**src/design/pbg_pkg.sv**
```systemverilog
// Overview of operation
// RULE1: Whole protection off stops every stage.
// RULE2: Each module has own permanent on/off.
// RULE3: Permanent suppression never lets stage trip.
// RULE4: Device block needs permit and assigned source.
// RULE5: Device blocked exactly while its signal asserted.
// RULE6: Module blockable only with its permit set.
// RULE7: Permitted module blocked by either source.
// RULE8: Trip blockable only with trip permit set.
// RULE9: Permitted trip suppressed while source active.
// RULE10: Inputs and module outputs are valid sources.
// RULE11: Phase stages also blocked by reverse interlock.
// RULE12: Ground stages also blocked by reverse interlock.
// RULE13: Enable ANDs settings; trip gated twice more.
package pbg_pkg;

	// ----------------------------------------------------------------
	// Sizes
	// ----------------------------------------------------------------
	localparam int NUM_STAGES  = 8;
	localparam int NUM_DIN     = 8;
	localparam int NUM_SIGNALS = NUM_STAGES + NUM_DIN;
	localparam int SEL_W       = 4;

	// Stage kinds: bit set marks a phase or ground current stage
	localparam logic [7:0] PHASE_STAGE_MASK  = 8'h0f;
	localparam logic [7:0] GROUND_STAGE_MASK = 8'h30;

	// ----------------------------------------------------------------
	// Register map, byte addresses
	// ----------------------------------------------------------------
	localparam logic [7:0] REG_CTRL         = 8'h00;
	localparam logic [7:0] REG_PROT_SRC     = 8'h04;
	localparam logic [7:0] REG_MOD_ACTIVE   = 8'h08;
	localparam logic [7:0] REG_MOD_PERMIT   = 8'h0c;
	localparam logic [7:0] REG_TRIP_PERM    = 8'h10;
	localparam logic [7:0] REG_TRIP_PERMIT  = 8'h14;
	localparam logic [7:0] REG_STATUS       = 8'h18;
	localparam logic [7:0] REG_SIGNALS      = 8'h1c;
	localparam logic [7:0] REG_STAGE_SRC0   = 8'h20;
	localparam logic [7:0] REG_STAGE_SRC_END = 8'h3c;

	// Field positions
	localparam int CTRL_FUNC_BIT   = 0;
	localparam int CTRL_PERMIT_BIT = 1;
	localparam int SRC_ONE_LSB     = 0;
	localparam int SRC_TWO_LSB     = 8;
	localparam int SRC_TRIP_LSB    = 16;
	localparam int SRC_ASSIGN_BIT  = 4;
	localparam int STAT_TRIP_LSB   = 8;
	localparam int STAT_BLOCK_BIT  = 16;

	// Reset values
	localparam logic       CTRL_FUNC_RST   = 1'b0;
	localparam logic       CTRL_PERMIT_RST = 1'b0;
	localparam logic [7:0] MOD_ACTIVE_RST  = 8'h00;
	localparam logic [7:0] MOD_PERMIT_RST  = 8'h00;
	localparam logic [7:0] TRIP_PERM_RST   = 8'h00;
	localparam logic [7:0] TRIP_PERMIT_RST = 8'h00;

	// ----------------------------------------------------------------
	// Types
	// ----------------------------------------------------------------
	typedef struct packed {
		logic             assigned;
		logic [SEL_W-1:0] index;
	} pbg_src_sel_t;

	localparam pbg_src_sel_t SRC_SEL_RST = '{assigned: 1'b0, index: 4'h0};

	typedef struct packed {
		logic         active;
		logic         inhibit_permit;
		logic         trip_perm_inhibit;
		logic         trip_inhibit_permit;
		pbg_src_sel_t inhibit_source_one;
		pbg_src_sel_t inhibit_source_two;
		pbg_src_sel_t trip_inhibit_source;
	} pbg_stage_cfg_t;

	typedef struct packed {
		logic enable;
		logic alarm;
		logic trip;
	} pbg_stage_out_t;

	// Assigned source level; an unassigned source never blocks
	function automatic logic pbg_pick(input logic [NUM_SIGNALS-1:0] list,
	                                  input pbg_src_sel_t sel);
		pbg_pick = sel.assigned & list[sel.index];
	endfunction

	function automatic pbg_src_sel_t pbg_sel_field(input logic [31:0] word, input int lsb);
		pbg_sel_field = pbg_src_sel_t'(word[lsb +: SEL_W+1]);
	endfunction

endpackage

```
**src/design/pbg_top.sv**
```systemverilog
// The register offsets and register access over Avalon-MM were left to the implementer.
`timescale 1ns/100ps
module pbg_top
	import pbg_pkg::*;
(
	input  wire logic                  mclk_in,
	input  wire logic                  rstn_in,
	// Avalon-MM slave
	input  wire logic [7:0]            avs_address_in,
	input  wire logic                  avs_read_in,
	input  wire logic                  avs_write_in,
	input  wire logic [31:0]           avs_writedata_in,
	output logic      [31:0]           avs_readdata_out,
	output logic                       avs_waitrequest_out,
	// Stages and assignable sources
	input  wire logic [NUM_DIN-1:0]    digital_in,
	input  wire logic [NUM_STAGES-1:0] stage_alarm_in,
	input  wire logic [NUM_STAGES-1:0] stage_trip_in,
	input  wire logic                  rev_interlock_phase_in,
	input  wire logic                  rev_interlock_ground_in,
	output logic      [NUM_STAGES-1:0] stage_enable_out,
	output logic      [NUM_STAGES-1:0] stage_alarm_out,
	output logic      [NUM_STAGES-1:0] trip_cmd_out,
	output logic                       prot_blocked_out
);

	// ----------------------------------------------------------------
	// Settings
	// ----------------------------------------------------------------
	logic                  func_active_r;
	logic                  prot_permit_r;
	pbg_src_sel_t          prot_src_r;
	logic [NUM_STAGES-1:0] mod_active_r;
	logic [NUM_STAGES-1:0] mod_permit_r;
	logic [NUM_STAGES-1:0] trip_perm_r;
	logic [NUM_STAGES-1:0] trip_permit_r;
	logic [31:0]           stage_src_r [NUM_STAGES];

	logic                  wr_go;
	logic [31:0]           rd_nxt;
	logic [NUM_SIGNALS-1:0] signals;
	logic                  prot_ok;
	logic                  prot_blocked;
	pbg_stage_out_t        stage_res [NUM_STAGES];

	// ----------------------------------------------------------------
	// Bus handshake
	// ----------------------------------------------------------------
	// Every access answers on the second edge; write lands on that edge
	assign wr_go = avs_write_in & ~avs_waitrequest_out;

	always_ff @(posedge mclk_in or negedge rstn_in) begin
		if (!rstn_in) begin
			avs_waitrequest_out <= 1'b1;
			avs_readdata_out    <= 32'h0000_0000;
		end else if ((avs_read_in | avs_write_in) & avs_waitrequest_out) begin
			avs_waitrequest_out <= 1'b0;
			avs_readdata_out    <= avs_read_in ? rd_nxt : 32'h0000_0000;
		end else begin
			avs_waitrequest_out <= 1'b1;
		end
	end

	// ----------------------------------------------------------------
	// Register writes
	// ----------------------------------------------------------------
	always_ff @(posedge mclk_in or negedge rstn_in) begin
		if (!rstn_in) begin
			func_active_r <= CTRL_FUNC_RST;
			prot_permit_r <= CTRL_PERMIT_RST;
			prot_src_r    <= SRC_SEL_RST;
		end else if (wr_go) begin
			if (avs_address_in == REG_CTRL) begin
				func_active_r <= avs_writedata_in[CTRL_FUNC_BIT];
				prot_permit_r <= avs_writedata_in[CTRL_PERMIT_BIT];
			end
			if (avs_address_in == REG_PROT_SRC) begin
				prot_src_r <= pbg_sel_field(avs_writedata_in, 0);
			end
		end
	end

	always_ff @(posedge mclk_in or negedge rstn_in) begin
		if (!rstn_in) begin
			mod_active_r  <= MOD_ACTIVE_RST;
			mod_permit_r  <= MOD_PERMIT_RST;
			trip_perm_r   <= TRIP_PERM_RST;
			trip_permit_r <= TRIP_PERMIT_RST;
		end else if (wr_go) begin
			case (avs_address_in)
				REG_MOD_ACTIVE: mod_active_r <= avs_writedata_in[NUM_STAGES-1:0];
				REG_MOD_PERMIT: mod_permit_r <= avs_writedata_in[NUM_STAGES-1:0];
				REG_TRIP_PERM: trip_perm_r <= avs_writedata_in[NUM_STAGES-1:0];
				REG_TRIP_PERMIT: trip_permit_r <= avs_writedata_in[NUM_STAGES-1:0];
				default: ;
			endcase
		end
	end

	// Only the three source fields are kept; other bits read as zero
	always_ff @(posedge mclk_in or negedge rstn_in) begin
		if (!rstn_in) begin
			for (int i = 0; i < NUM_STAGES; i++) begin
				stage_src_r[i] <= 32'h0000_0000;
			end
		end else if (wr_go) begin
			for (int i = 0; i < NUM_STAGES; i++) begin
				if (avs_address_in == REG_STAGE_SRC0 + 8'(4 * i)) begin
					stage_src_r[i] <= avs_writedata_in & 32'h001f_1f1f;
				end
			end
		end
	end

	// ----------------------------------------------------------------
	// Read decode
	// ----------------------------------------------------------------
	always_comb begin
		rd_nxt = 32'h0000_0000;
		case (avs_address_in)
			REG_CTRL: begin
				rd_nxt[CTRL_FUNC_BIT]   = func_active_r;
				rd_nxt[CTRL_PERMIT_BIT] = prot_permit_r;
			end
			REG_PROT_SRC: rd_nxt[SEL_W:0] = prot_src_r;
			REG_MOD_ACTIVE: rd_nxt[NUM_STAGES-1:0] = mod_active_r;
			REG_MOD_PERMIT: rd_nxt[NUM_STAGES-1:0] = mod_permit_r;
			REG_TRIP_PERM: rd_nxt[NUM_STAGES-1:0] = trip_perm_r;
			REG_TRIP_PERMIT: rd_nxt[NUM_STAGES-1:0] = trip_permit_r;
			REG_STATUS: begin
				rd_nxt[NUM_STAGES-1:0]                 = stage_enable_out;
				rd_nxt[STAT_TRIP_LSB +: NUM_STAGES]    = trip_cmd_out;
				rd_nxt[STAT_BLOCK_BIT]                 = prot_blocked_out;
			end
			REG_SIGNALS: rd_nxt[NUM_SIGNALS-1:0] = signals;
			default: begin
				for (int i = 0; i < NUM_STAGES; i++) begin
					if (avs_address_in == REG_STAGE_SRC0 + 8'(4 * i)) begin
						rd_nxt = stage_src_r[i];
					end
				end
			end
		endcase
	end

	// ----------------------------------------------------------------
	// Assignable signal list
	// ----------------------------------------------------------------
	// RULE10: inputs and module outputs
	// Module outputs enter from flops, which keeps a stage that blocks on
	// its own alarm from forming a combinational loop
	assign signals = {stage_alarm_out, digital_in};

	// ----------------------------------------------------------------
	// Gating
	// ----------------------------------------------------------------
	pbg_prot_gate u_prot (
		.func_active_in    (func_active_r),
		.inhibit_permit_in (prot_permit_r),
		.source_in         (prot_src_r),
		.signals_in        (signals),
		.prot_ok_out       (prot_ok),
		.prot_blocked_out  (prot_blocked)
	);

	for (genvar g = 0; g < NUM_STAGES; g++) begin : g_stage
		pbg_stage_cfg_t cfg;
		logic           ri;

		always_comb begin
			cfg.active              = mod_active_r[g];
			cfg.inhibit_permit      = mod_permit_r[g];
			cfg.trip_perm_inhibit   = trip_perm_r[g];
			cfg.trip_inhibit_permit = trip_permit_r[g];
			cfg.inhibit_source_one  = pbg_sel_field(stage_src_r[g], SRC_ONE_LSB);
			cfg.inhibit_source_two  = pbg_sel_field(stage_src_r[g], SRC_TWO_LSB);
			cfg.trip_inhibit_source = pbg_sel_field(stage_src_r[g], SRC_TRIP_LSB);
			// RULE11: phase reverse interlock
			// RULE12: ground reverse interlock
			ri = (PHASE_STAGE_MASK[g] & rev_interlock_phase_in) |
			     (GROUND_STAGE_MASK[g] & rev_interlock_ground_in);
		end

		pbg_stage_gate u_gate (
			.prot_ok_in       (prot_ok),
			.cfg_in           (cfg),
			.signals_in       (signals),
			.rev_interlock_in (ri),
			.alarm_in         (stage_alarm_in[g]),
			.trip_in          (stage_trip_in[g]),
			.res_out          (stage_res[g])
		);
	end

	// ----------------------------------------------------------------
	// Output flops
	// ----------------------------------------------------------------
	always_ff @(posedge mclk_in or negedge rstn_in) begin
		if (!rstn_in) begin
			stage_enable_out <= '0;
			stage_alarm_out  <= '0;
			trip_cmd_out     <= '0;
			prot_blocked_out <= 1'b0;
		end else begin
			for (int i = 0; i < NUM_STAGES; i++) begin
				stage_enable_out[i] <= stage_res[i].enable;
				stage_alarm_out[i]  <= stage_res[i].alarm;
				// RULE13: gated trip
				trip_cmd_out[i]     <= stage_res[i].trip;
			end
			prot_blocked_out <= prot_blocked;
		end
	end

endmodule // pbg_top

```
**src/design/pbg_prot_gate.sv**
```systemverilog
`timescale 1ns/100ps
module pbg_prot_gate
	import pbg_pkg::*;
(
	input  wire logic                   func_active_in,
	input  wire logic                   inhibit_permit_in,
	input  wire pbg_src_sel_t           source_in,
	input  wire logic [NUM_SIGNALS-1:0] signals_in,
	output logic                        prot_ok_out,
	output logic                        prot_blocked_out
);
	logic ext_block;

	always_comb begin
		// RULE4: permit plus source
		// RULE5: follows the signal level
		ext_block = inhibit_permit_in & pbg_pick(signals_in, source_in);
		prot_blocked_out = ext_block;
		// RULE1: function switch gates all
		prot_ok_out = func_active_in & ~ext_block;
	end
endmodule // pbg_prot_gate

```
**src/design/pbg_stage_gate.sv**
```systemverilog
`timescale 1ns/100ps
module pbg_stage_gate
	import pbg_pkg::*;
(
	input  wire logic                   prot_ok_in,
	input  wire pbg_stage_cfg_t         cfg_in,
	input  wire logic [NUM_SIGNALS-1:0] signals_in,
	input  wire logic                   rev_interlock_in,
	input  wire logic                   alarm_in,
	input  wire logic                   trip_in,
	output pbg_stage_out_t              res_out
);
	logic mod_block;
	logic trip_block;
	logic enable;

	always_comb begin
		// RULE6: permit required
		// RULE7: either source blocks
		mod_block = cfg_in.inhibit_permit &
		            (pbg_pick(signals_in, cfg_in.inhibit_source_one) |
		             pbg_pick(signals_in, cfg_in.inhibit_source_two));
		// RULE8: trip permit required
		// RULE9: while source active
		trip_block = cfg_in.trip_inhibit_permit &
		             pbg_pick(signals_in, cfg_in.trip_inhibit_source);
		// RULE2: module own switch
		// RULE13: AND of all conditions
		enable = prot_ok_in & cfg_in.active & ~mod_block & ~rev_interlock_in;
		res_out.enable = enable;
		res_out.alarm  = enable & alarm_in;
		// RULE3: permanent trip suppression
		res_out.trip   = enable & trip_in & ~cfg_in.trip_perm_inhibit & ~trip_block;
	end
endmodule // pbg_stage_gate

```
**config.mk**
```make
export PLATFORM = sky130hd
export DESIGN_NAME = pbg_top
export DESIGN_NICKNAME = d
export VERILOG_FILES = /design/src/design/pbg_pkg.sv /design/src/design/pbg_top.sv /design/src/design/pbg_prot_gate.sv /design/src/design/pbg_stage_gate.sv
export SDC_FILE = /design/constraint.sdc
export NUM_CORES = 1
export LEC_CHECK = 0
export BUFFER_PORTS_ARGS = -buffer_cell sky130_fd_sc_hd__buf_2
export CAP_MARGIN = 30
export CORE_MARGIN = 2
export CORE_UTILIZATION = 50
export CTS_BUF_LIST = sky130_fd_sc_hd__clkbuf_8
export CTS_CLUSTER_DIAMETER = 50
export DETAILED_ROUTE_END_ITERATION = 12
export PLACE_DENSITY = 0.76
export SYNTH_ARGS = -nofsm -noshare
export SYNTH_HDL_FRONTEND = slang
export SYNTH_SLANG_ARGS = --single-unit
```
**constraint.sdc**
```tcl
create_clock -name mclk_in -period 2.1 [get_ports mclk_in]
set_input_delay 0.21 -clock mclk_in [delete_from_list [all_inputs] [get_ports mclk_in]]
set_output_delay 0.21 -clock mclk_in [all_outputs]
set_load 0.01 [all_outputs]
```
==> results.json <==
{
  "drive_gt1_share_pct": 47.8,
  "ant_nets": 0,
  "core_region_area_mm2": 0.0258,
  "synth_warnings": 0,
  "syn_avg_cell_area_um2": 12.6,
  "synth_seq_area_share_pct": 39.4,
  "muxShareOfSynthArea_pct": 39.9,
  "clk_pin_slew_ns": 0.06,
  "synth_enable_flop_cells": 0,
  "route.detailed.drc": 0,
  "cts.htree.levels": 2,
  "worst_pin_slew_ns": 0.622,
  "ys_ff_latch": 206,
  "cts_root_buffer": "clkbuf_8",
  "cp_slowest_stage_delay_ns": 0.49,
  "critPathSlowestCell": "dfrtp_2",
  "hold_viol": 0,
  "synth-compound-area-share_pct": 7.61,
  "grt_pass1_wl_um": 68000,
  "dpl_cell_area_mm2": 0.0144,
  "powerDensity_mw_per_mm2": 589,
  "tns_ns": -0.0450,
  "cts_buffer_depth": 3,
  "slew_violations": 0,
  "antenna_found_initial": 6,
  "finalSetupViolCount": 2,
  "synth_top_family_by_area": "multiplexers",
  "floorplan.initialDensity_pct": 50.6,
  "setup_slack_ns": -0.0365,
  "die-area_mm2": 0.0275,
  "synth_fa_ha_area_share_pct": 0,
  "nNetsFinal": 1249,
  "crit_chain": "buf_4 > mux4_2 > mux2_2 > nand4_1 > nand4b_1 > nor4_1",
  "overflow": 0,
  "cp-start-kind": "register",
  "grt_pass1_vias": 10800,
  "yosysUniqueCellTypes": 65,
  "max_cap_viol_count": 0,
  "clk_latency_ns": 0.54,
  "die_h_um": 166,
  "status": "finished, violations left",
  "cts_tree": "yes",
  "end_kind": "register",
  "floorplan.die.width_um": 166,
  "vias": 10700,
  "crit_path_max_fanout": 9,
  "power_uw": 9100,
  "critical_path_arrival_ns": 2.56,
  "synth_area_mm2": 0.0131,
  "cts_sinks": 206,
  "max_freq_mhz": 468,
  "io_pins": 128,
  "first_pass_iters": 7,
  "power.leakage_uw": 0.00671,
  "worstPathRequired_ns": 2.53,
  "area_growth_pct": 18.1,
  "async_flop_share_pct": 100,
  "period_minus_slack_ns": 2.14,
  "dr.first_iter.drc_count": 1493,
  "hp-class": "primary input to register",
  "core.rowCount": 59,
  "synth_xor_area_share_pct": 0,
  "ys.flop_type": "dfrtp_1",
  "violations": "negative setup slack",
  "cts_buffers": 36,
  "gp_congestion": 1.01,
  "routedWlPerCell_um": 29.0,
  "grt_start_max_net_pins": 79,
  "rsz0062_at_grt": "true",
  "grt_usage_pct": 32.5,
  "slew_headroom_pct": 58.5,
  "port-buffer-count": 102,
  "syn_inst": 1038,
  "fin_hold_ws_ns": 0.0521,
  "fin_skew_ns": 0.0175,
  "critPathKind": "register to register",
  "drt_wl_total_um": 44800,
  "hpwlAfterDp_um": 31300,
  "vdd_drop_max_uv": 419,
  "final_area_mm2": 0.0155,
  "vias_per_cell": 6.96,
  "period_share_pct": 102,
  "synth-simple-area-share_pct": 8.31
}
-- cell usage after synthesis, drive strengths merged (2+ instances only) --
library cell / number / area [um2]
o311ai: 2 / 17.5
o21ai: 22 / 110
nand4b: 7 / 61.3
nand3b: 4 / 30.0
or3: 4 / 25.0
and2: 6 / 37.5
nor4: 9 / 56.3
o31a: 2 / 17.5
clkbuf: 72 / 270
a311oi: 4 / 35.0
o31ai: 5 / 37.5
o22ai: 9 / 56.3
o2111ai: 2 / 17.5
nand4: 8 / 50.1
o2bb2ai: 5 / 43.8
a211o: 2 / 17.5
nand3: 17 / 90.1
a22oi: 7 / 52.6
nor2b: 6 / 37.5
a221oi: 14 / 123
nand2b: 4 / 25.0
a211oi: 3 / 22.5
nor4b: 3 / 47.5
mux2: 192 / 2160
nor4bb: 4 / 40.0
a31oi: 4 / 25.0
nor3: 15 / 75.1
inv: 12 / 45.0
a22o: 11 / 96.3
buf: 48 / 294
a21oi: 12 / 60.1
a32oi: 7 / 61.3
and3: 6 / 37.5
and4bb: 2 / 25.0
nor2: 17 / 63.8
a32o: 4 / 40.0
o211ai: 11 / 82.6
o221ai: 4 / 35.0
nand2: 81 / 312
dfrtp: 205 / 5130
nor3b: 6 / 45.0
mux4: 109 / 2460
mux2i: 60 / 601
-- cells in the final DEF (no fill, tap or decap), types with 11 or more instances in the layout --
master           n
o211ai_1        11
a22o_1          11
buf_12          19
nand2_1         78
nand3_1         16
buf_2          101
mux4_2         108
nor2_1          17
dlygate4sd3_1   19
o21ai_0         20
conb_1          11
inv_1           22
a21oi_1         12
dfrtp_1        200
buf_4           72
mux2_2         190
clkbuf_8        45
nor3_1          11
a221oi_1        14
mux2i_1         60
-- final cells by class --
| cell class | instances | area [um2] |
|---|---|---|
| diodes | 4 | 10.0 |
| clock buffers | 44 | 606 |
| clock inverters | 18 | 133 |
| fillers | 1989 | 10400 |
| inverters | 13 | 48.8 |
| multi-input cells | 709 | 7430 |
| flip-flops and latches | 206 | 5160 |
| well taps | 335 | 419 |
| repair buffers | 213 | 1640 |
-- logic make-up after synthesis --
group           Yosys count
compound gates          135
other cells               1
simple gates            202
mux                     361
flops                   206
buf+inv                 133
-- metal layers --
layer  vias to the layer above  global-route usage (%)  wire length, um
li1                       4320                       -                -
met1                      5344                    43.5            16500
met2                       871                    48.0            19400
met3                       197                    10.8             6220
met4                         4                    15.8             2640
met5                         -                       0               28
-- state kept, by name, indices dropped and copies added, names as in the netlist --
| name | cells |
|---|---|
| trip_permit_r | 8 |
| g_stage.cfg | 120 |
| avs_waitrequest_out | 1 |
| mod_active_r | 8 |
| stage_enable_out | 8 |
| mod_permit_r | 8 |
| prot_permit_r | 1 |
| func_active_r | 1 |
| prot_blocked_out | 1 |
| trip_perm_r | 8 |
| trip_cmd_out | 8 |
| avs_readdata_out | 21 |
| stage_alarm_out | 8 |
| prot_src_r | 5 |
-- through the flow --
stage,std cells,utilization [%],setup slack (ns)
floorplan,1048,-,0.176
global placement,1455,55.8,-0.0646
detailed placement,1455,55.8,-0.0583
CTS,1537,59.5,0.00958
global route,1539,59.8,-0.0223
finish,1542,59.8,-0.0365
-- final timing paths --
path / start / end / slack [ns] / cells past startpoint
max in group asynchronous: rstn_in / g_stage[1].cfg[5]$_DFFE_PN0P_ / 1.14 / 3
min in group asynchronous: rstn_in / g_stage[7].cfg[7]$_DFFE_PN0P_ / 0.15 / 2
worst max register to register: stage_alarm_out[3]$_DFF_PN0_ / trip_cmd_out[4]$_DFF_PN0_ / -0.04 / 6
worst min register to register: avs_readdata_out[18]$_DFFE_PN0P_ / avs_readdata_out[18]$_DFFE_PN0P_ / 0.46 / 2
worst max-delay path: stage_alarm_out[3]$_DFF_PN0_ / trip_cmd_out[4]$_DFF_PN0_ / -0.04 / 6
worst min-delay path: avs_writedata_in[8] / g_stage[4].cfg[5]$_DFFE_PN0P_ / 0.05 / 2
-- critical path: cells and delay by family, from the launching register on --
family	cells	cell delay [ns]
buffers and inverters	1	0.22
flip-flops	1	0.49
multiplexers	2	0.73
AND/OR/NAND/NOR	3	0.58
-- power by group --
| part | total, uW | internal, uW | switching (uW) |
|---|---|---|---|
| Combinational | 1040 | 463 | 575 |
| Sequential | 4200 | 4060 | 136 |
| Clock | 3870 | 2140 | 1730 |
-- timing repair --
action                                 4_1_cts  5_1_grt
pin swaps                                    2        4
gates resized for setup                      3       18
hold buffers                                19        0
setup buffers                                1        1
endpoints found under the hold margin      195        0
setup endpoints to repair                    5       17
Note: power is estimated with default switching activity, not from simulation.
